[src/core/arf_pkg.sv]
// constants and register map of the result framer
package arf_pkg;
  localparam int CLK_MHZ = 125;
  localparam int POR_US = 600;
  localparam int POR_CYCLES = POR_US * CLK_MHZ;
  localparam int RST_CMD_NS = 1000;
  localparam int RST_CMD_CYCLES = (RST_CMD_NS * CLK_MHZ + 999) / 1000;
  // register word addresses
  localparam logic [3:0] ADDR_CTRL = 4'h0;
  localparam logic [3:0] ADDR_CMD = 4'h1;
  localparam logic [3:0] ADDR_GPIO = 4'h2;
  localparam logic [3:0] ADDR_RESULT = 4'h3;
  localparam logic [3:0] ADDR_STATUS = 4'h4;
  localparam logic [3:0] ADDR_TXBYTE = 4'h5;
  localparam logic [3:0] ADDR_RDREG = 4'h6;
  // ctrl field positions
  localparam int CTRL_TEMP = 0;
  localparam int CTRL_CNT = 1;
  localparam int CTRL_INTEG = 2;
  localparam int CTRL_CONV = 4;
  localparam int CTRL_ROUTE = 5;
  localparam logic [5:0] CTRL_RESET = 6'h00;
  // gpio field positions: dir [2:0], data [6:4]
  localparam int GPIO_DIR = 0;
  localparam int GPIO_DAT = 4;
  localparam logic [2:0] GPIO_DIR_RESET = 3'h0;
  localparam logic [2:0] GPIO_DAT_RESET = 3'h0;
  // integrity modes
  localparam logic [1:0] INTEG_NONE = 2'h0;
  localparam logic [1:0] INTEG_INV = 2'h1;
  localparam logic [1:0] INTEG_CRC = 2'h2;
  localparam logic [15:0] CRC_POLY = 16'h1021;
  localparam logic [15:0] CRC_INIT = 16'hFFFF;
  localparam logic [7:0] CNT_RESET = 8'h00;
  // command bytes
  localparam logic [7:0] CMD_RESET_A = 8'h06;
  localparam logic [7:0] CMD_RESET_B = 8'h07;
  localparam logic [7:0] CMD_START = 8'h08;
  localparam logic [7:0] CMD_SLEEP = 8'h02;
  localparam logic [7:0] CMD_RDATA = 8'h10;
  localparam logic [7:0] CMD_RREG = 8'h20;
  localparam int TEMP_BITS = 14;
  localparam int WORD_BITS = 16;
endpackage

[src/core/arf_framer.sv]
// result framer, gpio and reset sequencing
//
// What this block does
// - temp mode ignores configuration 0 and forces the internal reference
// - temperature conversions use the normal start and readout commands
// - temperature is 14 bits left-justified in the 16-bit word
// - one count equals 0.03125 degrees Celsius
// - negative temperatures are two's complement, top bit set
// - serialised bytes go out least significant bit first
// - counter enabled puts an 8-bit count before each result read
// - counter starts at 00h, increments per conversion, wraps at FFh
// - counter clears on disable-then-enable and on any reset
// - integrity applies to register and result reads, counter included
// - integrity mode 01 sends an inverted copy after the data
// - integrity mode 10 sends a 16-bit checksum after the data
// - checksum is CCITT x16+x12+x5+1 remainder, preset all ones
// - each of three pins has its own direction bit
// - pin data reads back written value as input and pin level as output, drives written value as output
// - third pin as output carries ready strobe when route select set
// - power-on, reset pin and reset command each reset immediately
// - any reset restores defaults and idles until start command
// - power-on reset releases about 600 us after supplies are good
// - sleep command lets an ongoing conversion finish first
// - ready strobe falls on a new result, rises on the read data command
// - reset command is 06h or 07h, host waits the reset delay
//
// Decided for this implementation: the register addresses and register access over Avalon-MM.
`timescale 1ns/1ns
`default_nettype none
module arf_framer
  import arf_pkg::*;
#(
  parameter int POR_COUNT = POR_CYCLES
) (
  input wire logic clk,
  input wire logic nrst,
  input wire logic supplyGood,
  input wire logic resetPinN,
  input wire logic [3:0] avsAddress,
  input wire logic avsRead,
  input wire logic avsWrite,
  input wire logic [31:0] avsWriteData,
  output logic [31:0] avsReadData,
  output logic avsWaitRequest,
  input wire logic convDone,
  input wire logic [15:0] convData,
  output logic convStart,
  output logic useIntRef,
  output logic cfg0Bypass,
  input wire logic [2:0] gpioIn,
  output logic [2:0] gpioOut,
  output logic [2:0] gpioOe,
  output logic txValid,
  output logic [7:0] txByte,
  input wire logic txReady,
  output logic resultReadyN,
  output logic lowPower,
  output logic [2:0] txBitOrder
);

  ////////////////////////////////////////////////////////////////////////
  // reset sources
  logic supplySync0, supplySync1, pinSync0, pinSync1;
  logic [2:0] gpioSync0, gpioSync1;
  logic [19:0] porCnt;
  logic porActive;
  logic cmdReset;
  logic [7:0] rstCmdCnt;
  logic devRst;

  always_ff @(posedge clk) begin
    supplySync0 <= supplyGood;
    supplySync1 <= supplySync0;
    pinSync0 <= resetPinN;
    pinSync1 <= pinSync0;
    gpioSync0 <= gpioIn;
    gpioSync1 <= gpioSync0;
  end

  always_ff @(posedge clk) begin
    if (!nrst || !supplySync1) begin
      porCnt <= 20'h00000;
      porActive <= 1'b1;
    end else if (porActive) begin
      porCnt <= porCnt + 20'h00001;
      porActive <= (porCnt < 20'(POR_COUNT - 1));
    end
  end

  assign devRst = porActive || !pinSync1 || cmdReset;

  always_ff @(posedge clk) begin
    if (devRst) begin
      rstCmdCnt <= 8'(RST_CMD_CYCLES);
    end else if (rstCmdCnt != 8'h00) begin
      rstCmdCnt <= rstCmdCnt - 8'h01;
    end
  end

  ////////////////////////////////////////////////////////////////////////
  // registers
  logic [5:0] ctrl;
  logic [2:0] pinDir, pinDat;
  logic [15:0] resultWord;
  logic [7:0] convCount;
  logic sleepPending, converting, running, resultNew;
  logic wrCtrl, wrCmd, wrGpio, rdResult, rdRegCmd;
  logic [7:0] cmdByte;
  logic cmdIsReset;
  logic busy;

  assign busy = txValid || cmdReset;
  // reads take one wait state so the registered data stand when accepted
  logic rdPhase;
  always_ff @(posedge clk) begin
    if (!nrst) begin
      rdPhase <= 1'b0;
    end else begin
      rdPhase <= avsRead && !busy && !rdPhase;
    end
  end
  assign avsWaitRequest = ((avsRead || avsWrite) && busy) || (avsRead && !rdPhase);
  assign wrCtrl = avsWrite && !busy && avsAddress == ADDR_CTRL;
  assign wrCmd = avsWrite && !busy && avsAddress == ADDR_CMD;
  assign wrGpio = avsWrite && !busy && avsAddress == ADDR_GPIO;
  assign cmdByte = avsWriteData[7:0];
  assign cmdIsReset = cmdByte == CMD_RESET_A || cmdByte == CMD_RESET_B;
  assign rdResult = wrCmd && cmdByte == CMD_RDATA;
  assign rdRegCmd = wrCmd && cmdByte == CMD_RREG;

  always_ff @(posedge clk) begin
    if (!nrst) begin
      cmdReset <= 1'b0;
    end else begin
      cmdReset <= wrCmd && cmdIsReset;
    end
  end

  always_ff @(posedge clk) begin
    if (!nrst || devRst) begin
      ctrl <= CTRL_RESET;
      pinDir <= GPIO_DIR_RESET;
      pinDat <= GPIO_DAT_RESET;
    end else begin
      if (wrCtrl) begin
        ctrl <= avsWriteData[5:0];
      end
      if (wrGpio) begin
        pinDir <= avsWriteData[GPIO_DIR +: 3];
        pinDat <= avsWriteData[GPIO_DAT +: 3];
      end
    end
  end

  assign useIntRef = ctrl[CTRL_TEMP];
  assign cfg0Bypass = ctrl[CTRL_TEMP];

  ////////////////////////////////////////////////////////////////////////
  // conversion control and counter
  logic cntDisable;
  assign cntDisable = wrCtrl && !avsWriteData[CTRL_CNT];

  always_ff @(posedge clk) begin
    if (!nrst || devRst) begin
      running <= 1'b0;
      converting <= 1'b0;
      sleepPending <= 1'b0;
      convCount <= CNT_RESET;
      resultWord <= 16'h0000;
      resultNew <= 1'b0;
    end else begin
      if (wrCmd && cmdByte == CMD_START) begin
        running <= 1'b1;
        converting <= 1'b1;
        sleepPending <= 1'b0;
      end else if (wrCmd && cmdByte == CMD_SLEEP) begin
        sleepPending <= converting;
        running <= converting;
      end else if (convDone && converting) begin
        converting <= ctrl[CTRL_CONV] && !sleepPending;
        running <= ctrl[CTRL_CONV] && !sleepPending;
        sleepPending <= 1'b0;
      end
      if (cntDisable) begin
        convCount <= CNT_RESET;
      end else if (convDone && converting) begin
        convCount <= convCount + 8'h01;
      end
      if (convDone && converting) begin
        resultWord <= ctrl[CTRL_TEMP] ? {convData[15:2], 2'b00} : convData;
        resultNew <= 1'b1;
      end else if (rdResult) begin
        resultNew <= 1'b0;
      end
    end
  end

  assign convStart = wrCmd && cmdByte == CMD_START;
  assign lowPower = !running;
  assign resultReadyN = !resultNew;

  ////////////////////////////////////////////////////////////////////////
  // gpio
  assign gpioOe = ~pinDir;
  assign gpioOut = {ctrl[CTRL_ROUTE] ? resultReadyN : pinDat[2], pinDat[1:0]};

  ////////////////////////////////////////////////////////////////////////
  // frame sequencer
  logic [7:0] frame [0:5];
  logic [2:0] frameLen, frameIdx;
  logic [15:0] crc;
  logic [15:0] dataWord;
  logic withCnt;
  logic [1:0] integ;

  function automatic logic [15:0] crcByte(input logic [15:0] c, input logic [7:0] b);
    logic [15:0] r;
    r = c;
    for (int i = 7; i >= 0; i--) begin
      r = (r[15] ^ b[i]) ? ((r << 1) ^ CRC_POLY) : (r << 1);
    end
    return r;
  endfunction

  assign withCnt = rdResult && ctrl[CTRL_CNT];
  assign integ = ctrl[CTRL_INTEG +: 2];
  assign dataWord = rdResult ? resultWord : {10'h000, ctrl};

  logic [15:0] crcFull, crcData;
  assign crcData = crcByte(crcByte(CRC_INIT, dataWord[7:0]), dataWord[15:8]);
  assign crcFull = withCnt ? crcByte(crcByte(crcByte(CRC_INIT, convCount),
                                     dataWord[7:0]), dataWord[15:8]) : crcData;

  always_ff @(posedge clk) begin
    if (!nrst || devRst) begin
      txValid <= 1'b0;
      frameIdx <= 3'h0;
      frameLen <= 3'h0;
      txByte <= 8'h00;
      crc <= CRC_INIT;
      for (int i = 0; i < 6; i++) begin
        frame[i] <= 8'h00;
      end
    end else if (!txValid && (rdResult || rdRegCmd)) begin
      crc <= crcFull;
      txValid <= 1'b1;
      frameIdx <= 3'h1;
      if (withCnt) begin
        frame[0] <= convCount;
        frame[1] <= dataWord[7:0];
        frame[2] <= dataWord[15:8];
        frame[3] <= (integ == INTEG_INV) ? ~convCount : crcFull[7:0];
        frame[4] <= (integ == INTEG_INV) ? ~dataWord[7:0] : crcFull[15:8];
        frame[5] <= ~dataWord[15:8];
        frameLen <= (integ == INTEG_NONE) ? 3'h3 : (integ == INTEG_INV) ? 3'h6 : 3'h5;
      end else begin
        frame[0] <= dataWord[7:0];
        frame[1] <= dataWord[15:8];
        frame[2] <= (integ == INTEG_INV) ? ~dataWord[7:0] : crcFull[7:0];
        frame[3] <= (integ == INTEG_INV) ? ~dataWord[15:8] : crcFull[15:8];
        frame[4] <= 8'h00;
        frame[5] <= 8'h00;
        frameLen <= (integ == INTEG_NONE) ? 3'h2 : 3'h4;
      end
      txByte <= withCnt ? convCount : dataWord[7:0];
    end else if (txValid && txReady) begin
      if (frameIdx == frameLen) begin
        txValid <= 1'b0;
      end else begin
        txByte <= frame[frameIdx];
        frameIdx <= frameIdx + 3'h1;
      end
    end
  end

  assign txBitOrder = 3'h0;

  ////////////////////////////////////////////////////////////////////////
  // register readback
  logic [31:0] rdMux;
  assign rdMux = (avsAddress == ADDR_CTRL) ? {26'h0, ctrl} :
                 (avsAddress == ADDR_GPIO) ?
                   {25'h0, (pinDir & pinDat) | (~pinDir & gpioSync1), 1'b0, pinDir} :
                 (avsAddress == ADDR_RESULT) ? {16'h0, resultWord} :
                 (avsAddress == ADDR_STATUS) ?
                   {20'h0, convCount, sleepPending, running, resultNew, txValid} :
                 (avsAddress == ADDR_TXBYTE) ? {24'h0, txByte} :
                 (avsAddress == ADDR_RDREG) ? {31'h0, rstCmdCnt != 8'h00} :
                 32'h00000000;

  always_ff @(posedge clk) begin
    if (!nrst) begin
      avsReadData <= 32'h00000000;
    end else if (avsRead && !busy && !rdPhase) begin
      avsReadData <= rdMux;
    end
  end

  ////////////////////////////////////////////////////////////////////////
  // checks
  cnt_wrap_a: assert property (@(posedge clk) disable iff (!nrst || devRst)
    (convDone && converting && !cntDisable) |=> convCount == $past(convCount) + 8'h01)
    else $error("counter did not step");
  cnt_clear_a: assert property (@(posedge clk) disable iff (!nrst || devRst)
    cntDisable |=> convCount == CNT_RESET)
    else $error("counter not cleared");
  strobe_fall_a: assert property (@(posedge clk) disable iff (!nrst || devRst)
    (convDone && converting) |=> !resultReadyN)
    else $error("ready strobe not low");
  strobe_rise_a: assert property (@(posedge clk) disable iff (!nrst || devRst)
    (rdResult && !(convDone && converting)) |=> resultReadyN)
    else $error("ready strobe not high");
  pin_route_a: assert property (@(posedge clk) disable iff (!nrst)
    ctrl[CTRL_ROUTE] |-> gpioOut[2] == resultReadyN)
    else $error("strobe not routed");
  temp_ref_a: assert property (@(posedge clk) disable iff (!nrst)
    ctrl[CTRL_TEMP] |-> useIntRef && cfg0Bypass)
    else $error("temp mode ref wrong");
  temp_just_a: assert property (@(posedge clk) disable iff (!nrst || devRst)
    (convDone && converting && ctrl[CTRL_TEMP]) |=> resultWord[1:0] == 2'b00)
    else $error("temp not left justified");
  sleep_wait_a: assert property (@(posedge clk) disable iff (!nrst || devRst)
    (wrCmd && cmdByte == CMD_SLEEP && converting) |=> running)
    else $error("sleep cut conversion");
  cmd_reset_a: assert property (@(posedge clk) disable iff (!nrst)
    (wrCmd && cmdIsReset) |=> ##2 ctrl == CTRL_RESET && !running)
    else $error("reset command ignored");
  frame_len_a: assert property (@(posedge clk) disable iff (!nrst || devRst)
    (!txValid && rdResult && ctrl[CTRL_CNT] && integ == INTEG_INV) |=> frameLen == 3'h6)
    else $error("inverted frame length");
  inv_copy_a: assert property (@(posedge clk) disable iff (!nrst || devRst)
    (!txValid && rdResult && ctrl[CTRL_CNT] && integ == INTEG_INV)
    |=> frame[3] == ~$past(convCount) && frame[5] == ~$past(dataWord[15:8]))
    else $error("inverted counter copy wrong");
  inv_data_a: assert property (@(posedge clk) disable iff (!nrst || devRst)
    (!txValid && rdResult && ctrl[CTRL_CNT] && integ == INTEG_INV)
    |=> frame[4] == ~$past(dataWord[7:0]))
    else $error("inverted data copy wrong");
  crc_len_a: assert property (@(posedge clk) disable iff (!nrst || devRst)
    (!txValid && rdRegCmd && integ == INTEG_CRC) |=> frameLen == 3'h4)
    else $error("checksum frame length");

endmodule
`default_nettype wire

[config.mk]
export PLATFORM = sky130hd
export DESIGN_NAME = arf_framer
export DESIGN_NICKNAME = d
export VERILOG_FILES = /design/src/core/arf_pkg.sv /design/src/core/arf_framer.sv
export SDC_FILE = /design/constraint.sdc
export NUM_CORES = 1
export LEC_CHECK = 0
export ABC_AREA = 1
export BUFFER_PORTS_ARGS = -buffer_cell sky130_fd_sc_hd__buf_2
export CAP_MARGIN = 10
export CORE_MARGIN = 2
export CORE_UTILIZATION = 52
export CTS_BUF_LIST = sky130_fd_sc_hd__clkbuf_4 sky130_fd_sc_hd__clkbuf_8
export DETAILED_ROUTE_END_ITERATION = 7
export PLACE_DENSITY_LB_ADDON = 0.05
export SLEW_MARGIN = 40
export SYNTH_ARGS = -nofsm -noshare
export SYNTH_HDL_FRONTEND = slang
export SYNTH_SLANG_ARGS = --single-unit
[constraint.sdc]
create_clock -name clk -period 2.6 [get_ports clk]
set_clock_uncertainty 0.1 [all_clocks]
set_input_delay 0.26 -clock clk [delete_from_list [all_inputs] [get_ports clk]]
set_output_delay 0.26 -clock clk [all_outputs]
set_load 0.005 [all_outputs]
# After elaboration in Yosys (flattened, before gate mapping)

Memories as Yosys holds them, arrays and structs flattened.
Cells that the tools add are included.

Bits in registers: 128
Bits in writable memories: 48
Memories: 1

Bitwise logic cells: 96
Reduce and logical (&&, ||, !) cells: 54
$add $sub $neg: 4
Order comparisons: 1
Muxes and demuxes: 100
Equality and inequality tests: 16

Memories:

| memory | depth | width | read ports | clocked after Yosys merged registers in | wr ports | RTL line          | text |
|---|---|---|---|---|---|---|---|
| frame  | 6     | 8     | 1          | 0                                       | 6        | arf_framer.sv:209 | `logic [7:0] frame [0:5];` |

Operator list:

| kind                                                                    | count |
|---|---|
| 13-bit two-way mux                                                      | 40 |
| 8-bit two-way mux                                                       | 21 |
| 3-bit inverter                                                          | 39 |
| 16-bit two-way mux                                                      | 5 |
| 1-bit XOR                                                               | 32 |
| 1-bit two-way mux                                                       | 28 |
| 8-bit inverter                                                          | 3 |
| 20-bit by 1-bit adder with 20-bit output (second input constant)        | 1 |
| 20-bit by 17-bit < comparator with 1-bit output (second input constant) | 1 |
| 1-bit logical AND                                                       | 19 |
| 8-bit by 3-bit equality test with 1-bit output (second input constant)  | 2 |
| 4-bit by 3-bit equality test with 1-bit output (second input constant)  | 3 |
| 12-bit two-way mux                                                      | 1 |
| 1-bit bitwise OR                                                        | 12 |
| 1-bit logical NOT                                                       | 10 |
| 2-bit nonzero test                                                      | 5 |
| 1-bit logical OR                                                        | 9 |
| 3-bit two-way mux                                                       | 3 |
| 8-bit by 1-bit adder with 8-bit output (second input constant)          | 1 |
| 4-bit by 2-bit equality test with 1-bit output (second input constant)  | 2 |
| 8-bit by 2-bit equality test with 1-bit output (second input constant)  | 1 |
| 8-bit by 4-bit equality test with 1-bit output (second input constant)  | 1 |
| 8-bit by 5-bit equality test with 1-bit output (second input constant)  | 1 |
| 8-bit by 6-bit equality test with 1-bit output (second input constant)  | 1 |
| 17 further kinds                                                        | 30 |

# Logic depth before layout (Yosys ltp)

Gate-level depths: netlist of run 1.

Depth after elaboration: 51
Depth in mapped cells: 22
Depth with buffers taken out: 21

# Worst setup path before layout of run 1

OpenSTA, ideal clock, no wires.

Path type: reg2reg
Start: register txValid
End: memory frame[0][0], enable pin
Data arrival time: 2.302 ns
Required time: 2.100 ns
Path buffers: 2
Stages on the path, launching flop included: 10
Slack: -0.201 ns
Setup time: 0.400 ns
Path through: dfxtp_1 -> nor2_2 -> nand2_2 -> nor2_8 -> buf_6 -> inv_2 -> nor4_2 -> nor2_2 -> clkbuf_1 -> nand2_1

RTL lines:

| item                   | RTL line          | text |
|---|---|---|
| start, declared        | arf_framer.sv:53  | `output logic txValid,` |
| start signal, assigned | arf_framer.sv:236 | `txValid <= 1'b0;` |
| start signal, assigned | arf_framer.sv:246 | `txValid <= 1'b1;` |
| start signal, assigned | arf_framer.sv:268 | `txValid <= 1'b0;` |
| end, declared          | arf_framer.sv:209 |  |

==> results.yml, run 1 <==
power:
  power.total_mw: 4.64
  power_density_nw_per_um2: 367
  power.static_leakage_nw: 5.73
  ir_drop_mv: 0.343
grt:
  number_of_global_route_vias_before_repair: 8905
  grt_use_total_pct: 30.7
  initial_antenna_violation_count: 0
  maximum_number_of_pins_on_one_net_before_global_route_repair: 42
  global_route_wire_length_before_repair_um: 47300
  global_route.overflow_total: 0
floorplanning:
  placementRows: 49
  floorplan_die_width_um: 140
  starting_density_of_the_core_pct: 53.5
  die_h_um: 140
  floorplan.die_area_um2: 19700
  i_o_pins: 119
  placeableCoreArea_um2: 18100
yosys:
  synth_area_per_cell_um2: 7.16
  post-synth-top-count-cell: "nand2_1"
  synth.top_cells.by_count: "nand2_1, inv_1, dfxtp_1"
  synth.top_cell.area_share_pct: 23.2
  post_synth_instance_area_um2: 9670
  yosys_warnings: 0
  synth_compound_gate_area_share_pct: 15.3
  simple_gate_share_of_the_synthesized_area_pct: 32.8
  post_synth_xor_area_fraction_pct: 2.61
  synth.lib_cells_used.distinct: 59
  largest_family_of_logic_cells_by_synthesized_area: "simple AND/OR/NAND/NOR gates"
  yosys_most_used_dff: "dfxtp_1"
  synthCells: 1350
  synth_enable_flop_cells: 48
  yosys.area.top_type: "dfxtp_1"
  yosys_register_bits: 160
  synthTopCellsByArea: "dfxtp_1, edfxtp_1, nand2_1"
  synth-async-reset-ratio_pct: 0
  ys_seq_area_share_pct: 38.1
  yosys.area_share.adder_pct: 0.517
  fraction_of_synthesized_area_in_multiplexers_pct: 0.103
cts:
  cts-htree-levels: 4
  tritoncts: "yes"
  worst_setup_hold_path_clk_slew_ns: 0.10
  cts_sinks: 160
  clkLatencyLatePin_ns: 0.46
  tritoncts_buffers: 17
  cts_buffer_depth: 2
  ctsRootBufferMaster: "clkbuf_8"
outcome:
  status: "complete, but fails checks"
  violations: "setup timing"
routing:
  drc: 0
  ant_nets: 0
  total_number_of_vias: 9885
  drt_pre_antenna_iters: 5
  avgViaCountPerCell: 5.44
  detail_route.iter0.violations: 805
  routedWlPerCell_um: 17.0
  routed_wirelength_um: 30900
timing:
  hold_ws_ns: 0.0204
  timing_worst_slew_pin_value_ns: 0.682
  slew_viol_final: 0
  finalSetupViolations: 4
  final-hold-violation-count: 0
  max_freq_mhz: 377
  finalSetupTns_ns: -0.140
  grt_setup_unrepaired: "true"
  fin_crit_ns: 2.65
  min_period_over_period_pct: 102
  setup_ws_ns: -0.0513
  slew-limit-headroom_pct: 54.5
critical_path:
  worst-endpoint-arrival_ns: 2.77
  ff2ff_setup_slack_ns: -0.05
  cp_num_cells: 18
  dominant_delay_contributor_by_cell_family_on_the_critical_path: "simple AND/OR/NAND/NOR gates"
  setup.worst_path.start_class: "flip-flop"
  slowest_stage: "dfxtp_2"
  cp_slowest_stage_delay_ns: 0.34
  critical_r2r_capture: "frame[3][1]$_SDFFCE_PN0P_"
  critical_path_required_ns: 2.72
  criticalPathCategory: "flip-flop to flip-flop"
  worst_path_most_repeated_cell: "nand2_4"
  number_of_cell_instances_on_the_worst_register_to_register_path: 18
  crit_fanout: 10
  crit-reg2reg-launch: "txValid$_SDFFE_PP0P_"
  timing.critical_path.buf_inv: 3
  timing.critical_path.to_type: "flip-flop"
  path_cells: "nor2_4 -> nand2_4 -> nor2_8 -> nand2_4 -> buf_12 -> nand2_2 -> nand2_4 -> nand2_8 -> nand2_8 -> nand2_1 -> nand3_2 -> nand3_4 -> nand2_4 -> o21ai_4 -> buf_6 -> inv_1 -> o21ai_1 -> nor2_1"
place:
  place.detailed.instances: 1744
  place.gp.congestion: 0.953
  place.port_buffers: 75
  place_hpwl_um: 23000
layout:
  area_growth_syn_to_fin_pct: 30.8
  layout-drive-gt1-share_pct: 30.9
  finish.cell_count_without_fillers: 1817
  n_antenna_cell: 0
  finish.net_count: 1642
  fillers: 1495
min_path:
  hold-path-cell-count: 3
  hold-path-endpoint: "pinDir[0]$_SDFFE_PP0P_"
  hold_path.startpoint: "avsWriteData[0]"
  min-delay-path-class: "input pin to flip-flop"
job:
  cap_viol_max_count: 0
worst max-delay path by stage:
stage / from / to / slack (ns)
5_1_grt: txValid$_SDFFE_PP0P_ / frame[3][5]$_SDFFCE_PN0P_ / -0.19
4_1_cts: cmdReset$_SDFF_PN0_ / frame[3][7]$_SDFFCE_PN0P_ / -0.002
2_1_floorplan: txValid$_SDFFE_PP0P_ / frame[0][0]$_SDFFCE_PN0P_ / 0.18
3_5_place_dp: avsAddress[3] / frame[3][1]$_SDFFCE_PN0P_ / -0.21
3_3_place_gp: avsAddress[3] / frame[2][4]$_SDFFCE_PN0P_ / -0.25
6_report: txValid$_SDFFE_PP0P_ / frame[3][1]$_SDFFCE_PN0P_ / -0.05
cell families after synthesis:
kind of cell / Yosys count
and+or+nand+nor: 670
AOI/OAI and AO/OA: 256
buffers and inverters: 230
DFF: 160
xor gates and xnor gates: 28
adders and majority gates: 4
other: 1
muxes: 1
final cells by class:
cell class	instances	area, µm²	share of cell area, %
multi-input combinational	978	5770	45.6
clock buffer	19	255	2.02
tap	229	287	2.26
inverter	159	606	4.79
sequential	160	3690	29.1
clock inverter	13	141	1.12
timing repair buffer	259	1910	15.1
cells in the final DEF (no fill, tap or decap), types with 7 or more instances in the layout:
| cell type | count |
|---|---|
| nand2_4 | 35 |
| o21ai_0 | 66 |
| inv_1 | 133 |
| o22ai_1 | 12 |
| nor2_2 | 8 |
| nor2_1 | 93 |
| nand3_4 | 19 |
| nand3_1 | 76 |
| conb_1 | 19 |
| buf_4 | 149 |
| inv_2 | 21 |
| buf_2 | 75 |
| nor3_1 | 17 |
| a22oi_1 | 9 |
| nand2_1 | 292 |
| clkbuf_8 | 18 |
| nand4_1 | 7 |
| edfxtp_1 | 48 |
| nand2_2 | 67 |
| dfxtp_1 | 110 |
| xor2_1 | 14 |
| o211ai_1 | 14 |
| buf_6 | 7 |
| a21oi_2 | 13 |
| a31oi_1 | 11 |
| a21oi_1 | 96 |
| nand3_2 | 22 |
| dlygate4sd3_1 | 22 |
| nand3b_1 | 8 |
| xnor2_1 | 7 |
worst register-to-register path, delay by kind of cell (launching register included):
kind | cells | cell delay [ns]
simple gates | 13 | 1.34
flops | 1 | 0.34
buf+inv | 3 | 0.32
compound gates | 2 | 0.30
metrics by stage:
step	utilization [%]	area (µm²)	setup WS (ns)
2_1_floorplan	-	9740	0.178
3_3_place_gp	61.5	11100	-0.254
3_5_place_dp	61.5	11100	-0.214
4_1_cts	66.4	12000	-0.00218
5_1_grt	70.0	12700	-0.187
6_report	70.0	12700	-0.0513
metal layers:
metal / global-route usage [%] / wire length, µm
met4: 7.92 / 557
met1: 42.6 / 13600
met5: 0 / 0
met3: 6.02 / 2330
met2: 49.4 / 14400
flip-flops by register name (all words and copies together), names as in the netlist, 3 cells and up:
name	cells
frame	48
porCnt	20
avsReadData	16
resultWord	16
convCount	8
rstCmdCnt	8
txByte	8
ctrl	6
frameIdx	3
frameLen	3
gpioSync0	3
gpioSync1	3
pinDat	3
pinDir	3
what timing repair did:
item / CTS / global route
hold buffers: 22 / 0
pin swaps: 20 / 44
cloned: 2 / 0
hold endpoints to repair: 22 / 0
buffers inserted: 5 / 14
resized for setup: 42 / 132
setup endpoints to repair: 14 / 25
power breakdown:
group          leakage (nW)  switching (mW)  internal [mW]
combinational          4.02          0.0918         0.0776
sequential             1.50         0.00553           2.57
clock                 0.209            1.07          0.838
total                  5.73            1.16           3.48
Power figures use the tool's default switching activity.
==> run 2, diff against run 1 <==
CORE_ASPECT_RATIO = 1.1   (was not set)
clock period = 3.42 ns   (was 2.6 ns; I/O delays follow)
==> results.yml, run 2 (synthesis results as in run 1) <==
outcome:
  status: "finished clean"
timing:
  slew_viol_final: 0
  grt_setup_unrepaired: "false"
  max_freq_mhz: 319
  fin_crit_ns: 3.13
  finalSetupTns_ns: 0
  timing_worst_slew_pin_value_ns: 0.758
  final-hold-violation-count: 0
  slew-limit-headroom_pct: 49.4
  finalSetupViolations: 0
  min_period_over_period_pct: 91.7
critical_path:
  slowest_stage: "dlygate4sd3_1"
  criticalPathCategory: "input pin to flip-flop"
  worst-endpoint-arrival_ns: 3.22
  timing.critical_path.buf_inv: 3
  cp_num_cells: 21
  dominant_delay_contributor_by_cell_family_on_the_critical_path: "simple AND/OR/NAND/NOR gates"
  timing.critical_path.to_type: "flip-flop"
  worst_path_most_repeated_cell: "nand2_1"
  path_cells: "dlygate4sd3_1 -> buf_2 -> nor2_1 -> nand2_1 -> nor2_4 -> buf_6 -> nand3_1 -> nand2_2 -> nand2_2 -> nand2_4 -> nand2_1 -> nand2_1 -> nand2_1 -> nand3_2 -> nand2_2 -> nand2_1 -> nand3_1 -> nand2_1 -> nand2_1 -> nand2_1 -> nand2_1"
  cp_slowest_stage_delay_ns: 0.53
  number_of_cell_instances_on_the_worst_register_to_register_path: 16
  setup.worst_path.start_class: "input pin"
  crit_fanout: 20
  critical_path_required_ns: 3.51
routing:
  met3_length_um: 1850
  wl_met2_um: 13400
  avgViaCountPerCell: 5.44
  route.top_layer_used: "met4"
  drt_pre_antenna_iters: 5
  total_number_of_vias: 9150
  routedLengthMet1_um: 13100
  routed_wirelength_um: 29000
  routedWlPerCell_um: 17.3
  ant_nets: 0
  detail_route.iter0.violations: 740
  drc: 0
layout:
  mostFrequentLayoutCells: "nand2_1, inv_1, dfxtp_1, a21oi_1, nand3_1"
  finish.cell_count_without_fillers: 1681
  largest_register_ffs: 48
  seq_area_um2: 3680
  n_antenna_cell: 0
  reg_top3: "frame: 48 flops, porCnt: 20 flops"
  area_growth_syn_to_fin_pct: 10.3
  commonest_non_fill_non_tap_cell_in_the_layout: "nand2_1"
  layout-drive-gt1-share_pct: 17.6
  fillers: 1827
  multi_input_area_um2: 5040
  regMostFlops: "frame"
  finish.net_count: 1492
grt:
  global_route.overflow_total: 0
  maximum_number_of_pins_on_one_net_before_global_route_repair: 32
  global_route_wire_length_before_repair_um: 45500
  number_of_global_route_vias_before_repair: 8407
  grt_use_total_pct: 29.8
  initial_antenna_violation_count: 0
cts:
  tritoncts_buffers: 17
  ctsRootBufferMaster: "clkbuf_8"
  tritoncts: "yes"
  cts_sinks: 160
  clkLatencyLatePin_ns: 0.46
  worst_setup_hold_path_clk_slew_ns: 0.09
  cts_buffer_depth: 2
  cts-htree-levels: 4
power:
  power.static_leakage_nw: 4.75
  switchingPower_uw: 864
  combinationalPowerShare_pct: 3.0
  switching_share_pct: 25.3
  internal_power_mw: 2.55
  ir_drop_mv: 0.309
  power_density_nw_per_um2: 320
  p_seq_share_pct: 57.3
  p_clk_share_pct: 39.8
place:
  place_hpwl_um: 22000
  place.gp.congestion: 0.957
  place.port_buffers: 75
  place.detailed.instances: 1643
floorplanning:
  i_o_pins: 119
  placeableCoreArea_um2: 18300
  starting_density_of_the_core_pct: 52.7
  floorplan.die_area_um2: 19700
  die_h_um: 147
  placementRows: 52
  floorplan_die_width_um: 134
min_path:
  hold-path-cell-count: 3
  min-delay-path-class: "input pin to flip-flop"
job:
  cap_viol_max_count: 0
[run 2: worst paths after layout]
| check | to | from | slack, ns |
|---|---|---|---|
| max | frame[3][6]$_SDFFCE_PN0P_ | avsWriteData[6] | 0.29 |
| min | resultWord[11]$_SDFFE_PP0P_ | convData[11] | 0.03 |
| max reg2reg | frame[3][5]$_SDFFCE_PN0P_ | txValid$_SDFFE_PP0P_ | 0.38 |
| min reg2reg | pinSync1$_DFF_P_ | pinSync0$_DFF_P_ | 0.24 |
[run 2: layer usage]
metal	global-route usage, %	vias to the layer above
met5	0	-
met4	10.2	0
met3	4.66	43
met2	47.0	307
met1	41.8	4223
li1	-	4577
[run 2: timing repair]
item / 4_1_cts / 5_1_grt
hold buffers: 6 / 0
setup endpoints to repair: 0 / 2
hold endpoints to repair: 6 / 0
buffers inserted: 0 / 0
resized for setup: 0 / 1
[run 2: cell type report]
class / count / area share [%]
repair buffers: 109 / 6.21
inverters: 159 / 5.68
well taps: 243 / 2.85
clock buffers: 19 / 2.39
multi-input cells: 978 / 47.2
flip-flops and latches: 160 / 34.5
clock inverters: 13 / 1.13
[run 2: power groups by stage]
stage                     Clock, mW  Sequential [mW]  Combinational [mW]
after floorplan                   0             2.00              0.0653
after global placement            0             2.00              0.0943
after detailed placement          0             2.00              0.0949
after CTS                      1.37             1.95               0.100
after global routing           1.46             1.96               0.112
final                          1.36             1.95               0.101
[run 2: tightest hold or removal path, cell delays in order]
cell     delay, ns
buf_2         0.09
nand2_1       0.05
a21oi_1       0.05
[run 2: stage by stage]
| stage | setup WS [ns] | total power [mW] | instance area [µm²] | utilization (%) | hold WS, ns |
|---|---|---|---|---|---|
| 2_1_floorplan | 0.597 | 2.06 | 9740 | - | 0.210 |
| 3_3_place_gp | 0.342 | 2.09 | 10200 | 55.7 | 0.213 |
| 3_5_place_dp | 0.343 | 2.09 | 10200 | 55.7 | 0.212 |
| 4_1_cts | 0.278 | 3.43 | 10700 | 58.1 | 0.0133 |
| 5_1_grt | 0.0375 | 3.53 | 10700 | 58.1 | 0.0333 |
| 6_report | 0.285 | 3.41 | 10700 | 58.1 | 0.0271 |
==> run 3, diff against run 2 <==
--- a/config.mk
+++ b/config.mk
@@ -7,11 +7,10 @@
 export LEC_CHECK = 0
 export ABC_AREA = 1
-export BUFFER_PORTS_ARGS = -buffer_cell sky130_fd_sc_hd__buf_2
 export CAP_MARGIN = 10
 export CORE_ASPECT_RATIO = 1.1
-export CORE_MARGIN = 2
 export CORE_UTILIZATION = 52
 export CTS_BUF_LIST = sky130_fd_sc_hd__clkbuf_4 sky130_fd_sc_hd__clkbuf_8
 export DETAILED_ROUTE_END_ITERATION = 7
+export DONT_BUFFER_PORTS = 1
 export PLACE_DENSITY_LB_ADDON = 0.05
 export SLEW_MARGIN = 40
==> constraint.sdc (replaced) <==
create_clock -name clk -period 3.42 [get_ports clk]
set_clock_uncertainty 0.1 [all_clocks]
set_input_delay 1.026 -clock clk [delete_from_list [all_inputs] [get_ports clk]]
set_output_delay 1.026 -clock clk [all_outputs]
set_load 0.005 [all_outputs]
==> results.yml, run 3 (synthesis results as in run 1) <==
outcome:
  status: "finished clean"
grt:
  grt_use_total_pct: 30.3
  initial_antenna_violation_count: 0
  maximum_number_of_pins_on_one_net_before_global_route_repair: 43
  global_route.overflow_total: 0
  number_of_global_route_vias_before_repair: 8370
  global_route_wire_length_before_repair_um: 45200
critical_path:
  cp_slowest_stage_delay_ns: 0.18
  path_cells: "nor2_1 -> nand2_2 -> nor2_8 -> buf_12 -> inv_2 -> nor3_1 -> buf_4"
  setup.worst_path.start_class: "input pin"
  critical_path_required_ns: 2.29
  worst-endpoint-arrival_ns: 2.02
  crit_fanout: 21
  timing.critical_path.to_type: "output port"
  criticalPathCategory: "input pin to output port"
  slowest_stage: "nor2_1"
place:
  place.gp.congestion: 0.954
  place.port_buffers: 0
  place.detailed.instances: 1636
  place_hpwl_um: 22100
timing:
  grt_setup_unrepaired: "false"
  finalSetupViolations: 0
  min_period_over_period_pct: 92.1
  final-hold-violation-count: 0
  max_freq_mhz: 318
  slew_viol_final: 0
  fin_crit_ns: 3.15
  slew-limit-headroom_pct: 57.6
  timing_worst_slew_pin_value_ns: 0.634
layout:
  reg_top3: "frame: 48 flops, porCnt: 20 flops"
  fillers: 1715
  regMostFlops: "frame"
  finalCoreUtilization_pct: 61.0
  finish.net_count: 1484
  area_growth_syn_to_fin_pct: 13.0
  n_antenna_cell: 0
  layout-drive-gt1-share_pct: 17.6
  finish.cell_count_without_fillers: 1668
  seq_area_um2: 3680
  mostFrequentLayoutCells: "nand2_1, inv_1, dfxtp_1, a21oi_1, nand3_1"
  multi_input_area_um2: 5040
  commonest_non_fill_non_tap_cell_in_the_layout: "nand2_1"
  largest_register_ffs: 48
floorplanning:
  floorplan.die_area_um2: 19100
  placeableCoreArea_um2: 17900
  die_h_um: 145
  placementRows: 51
  starting_density_of_the_core_pct: 53.9
  floorplan_die_width_um: 132
  i_o_pins: 119
routing:
  ant_nets: 0
  total_number_of_vias: 9133
  drt_pre_antenna_iters: 6
  routed_wirelength_um: 28200
  detail_route.iter0.violations: 764
  routedWlPerCell_um: 16.9
  avgViaCountPerCell: 5.48
  drc: 0
power:
  power.static_leakage_nw: 4.81
  power_density_nw_per_um2: 334
  ir_drop_mv: 0.303
cts:
  worst_setup_hold_path_clk_slew_ns: 0.11
  cts_buffer_depth: 2
  cts_sinks: 160
  ctsResizeCount: 0
  tritoncts_buffers: 17
  ctsRootBufferMaster: "clkbuf_8"
  post_cts_hold_buffer_count: 0
  cts-htree-levels: 4
  tritoncts: "yes"
  cts_post_setup_buffers_inserted: 0
  clkLatencyLatePin_ns: 0.48
job:
  cap_viol_max_count: 0
min_path:
  min-delay-path-class: "flip-flop to flip-flop"
-- run 3: worst paths after layout --
path | cells past startpoint | endpoint | from | slack, ns
min | 0 | supplySync1$_DFF_P_ | supplySync0$_DFF_P_ | 0.22
max | 7 | convStart | avsAddress[3] | 0.27
min reg2reg | 0 | supplySync1$_DFF_P_ | supplySync0$_DFF_P_ | 0.22
max reg2reg | 19 | frame[3][6]$_SDFFCE_PN0P_ | txValid$_SDFFE_PP0P_ | 0.45
-- run 3: worst max-delay path, delay by kind of cell --
family / cells / cell delay (ns)
and+or+nand+nor: 4 / 0.56
buffers and inverters: 3 / 0.43
-- run 3: area by class of cell --
type                       count  share of cell area (%)
tap                          238                    2.72
timing repair buffer         101                    7.74
sequential                   160                    33.7
clock buffer                  18                    2.21
multi-input combinational    978                    46.1
inverter                     159                    5.54
clock inverter                14                    2.00
-- run 3: metrics by stage --
stage | hold WS [ns] | worst slack (ns) | area [µm²] | power, mW | setup TNS [ns]
floorplan | 0.210 | 0.292 | 9740 | 2.06 | 0
global placement | 0.212 | -0.0457 | 10500 | 2.06 | -0.0976
detailed placement | 0.214 | -0.0475 | 10500 | 2.06 | -0.127
CTS | 0.229 | 0.264 | 10900 | 3.67 | 0
global route | 0.239 | 0.190 | 10900 | 3.76 | 0
finish | 0.222 | 0.271 | 10900 | 3.65 | 0
-- run 3: power breakdown --
part / total (mW) / switching, mW / internal, mW
logic: 0.0664 / 0.0475 / 0.0189
registers: 1.95 / 0.00482 / 1.95
clock network: 1.63 / 0.798 / 0.833
total: 3.65 / 0.850 / 2.80
-- run 3: per-layer routing --
metal	vias to the layer above	track usage, %	share of wire (%)
li1	4557	-	-
met1	4173	39.6	43
met2	339	49.4	47
met3	64	5.56	7.4
met4	0	11.4	2.8
met5	-	0	0
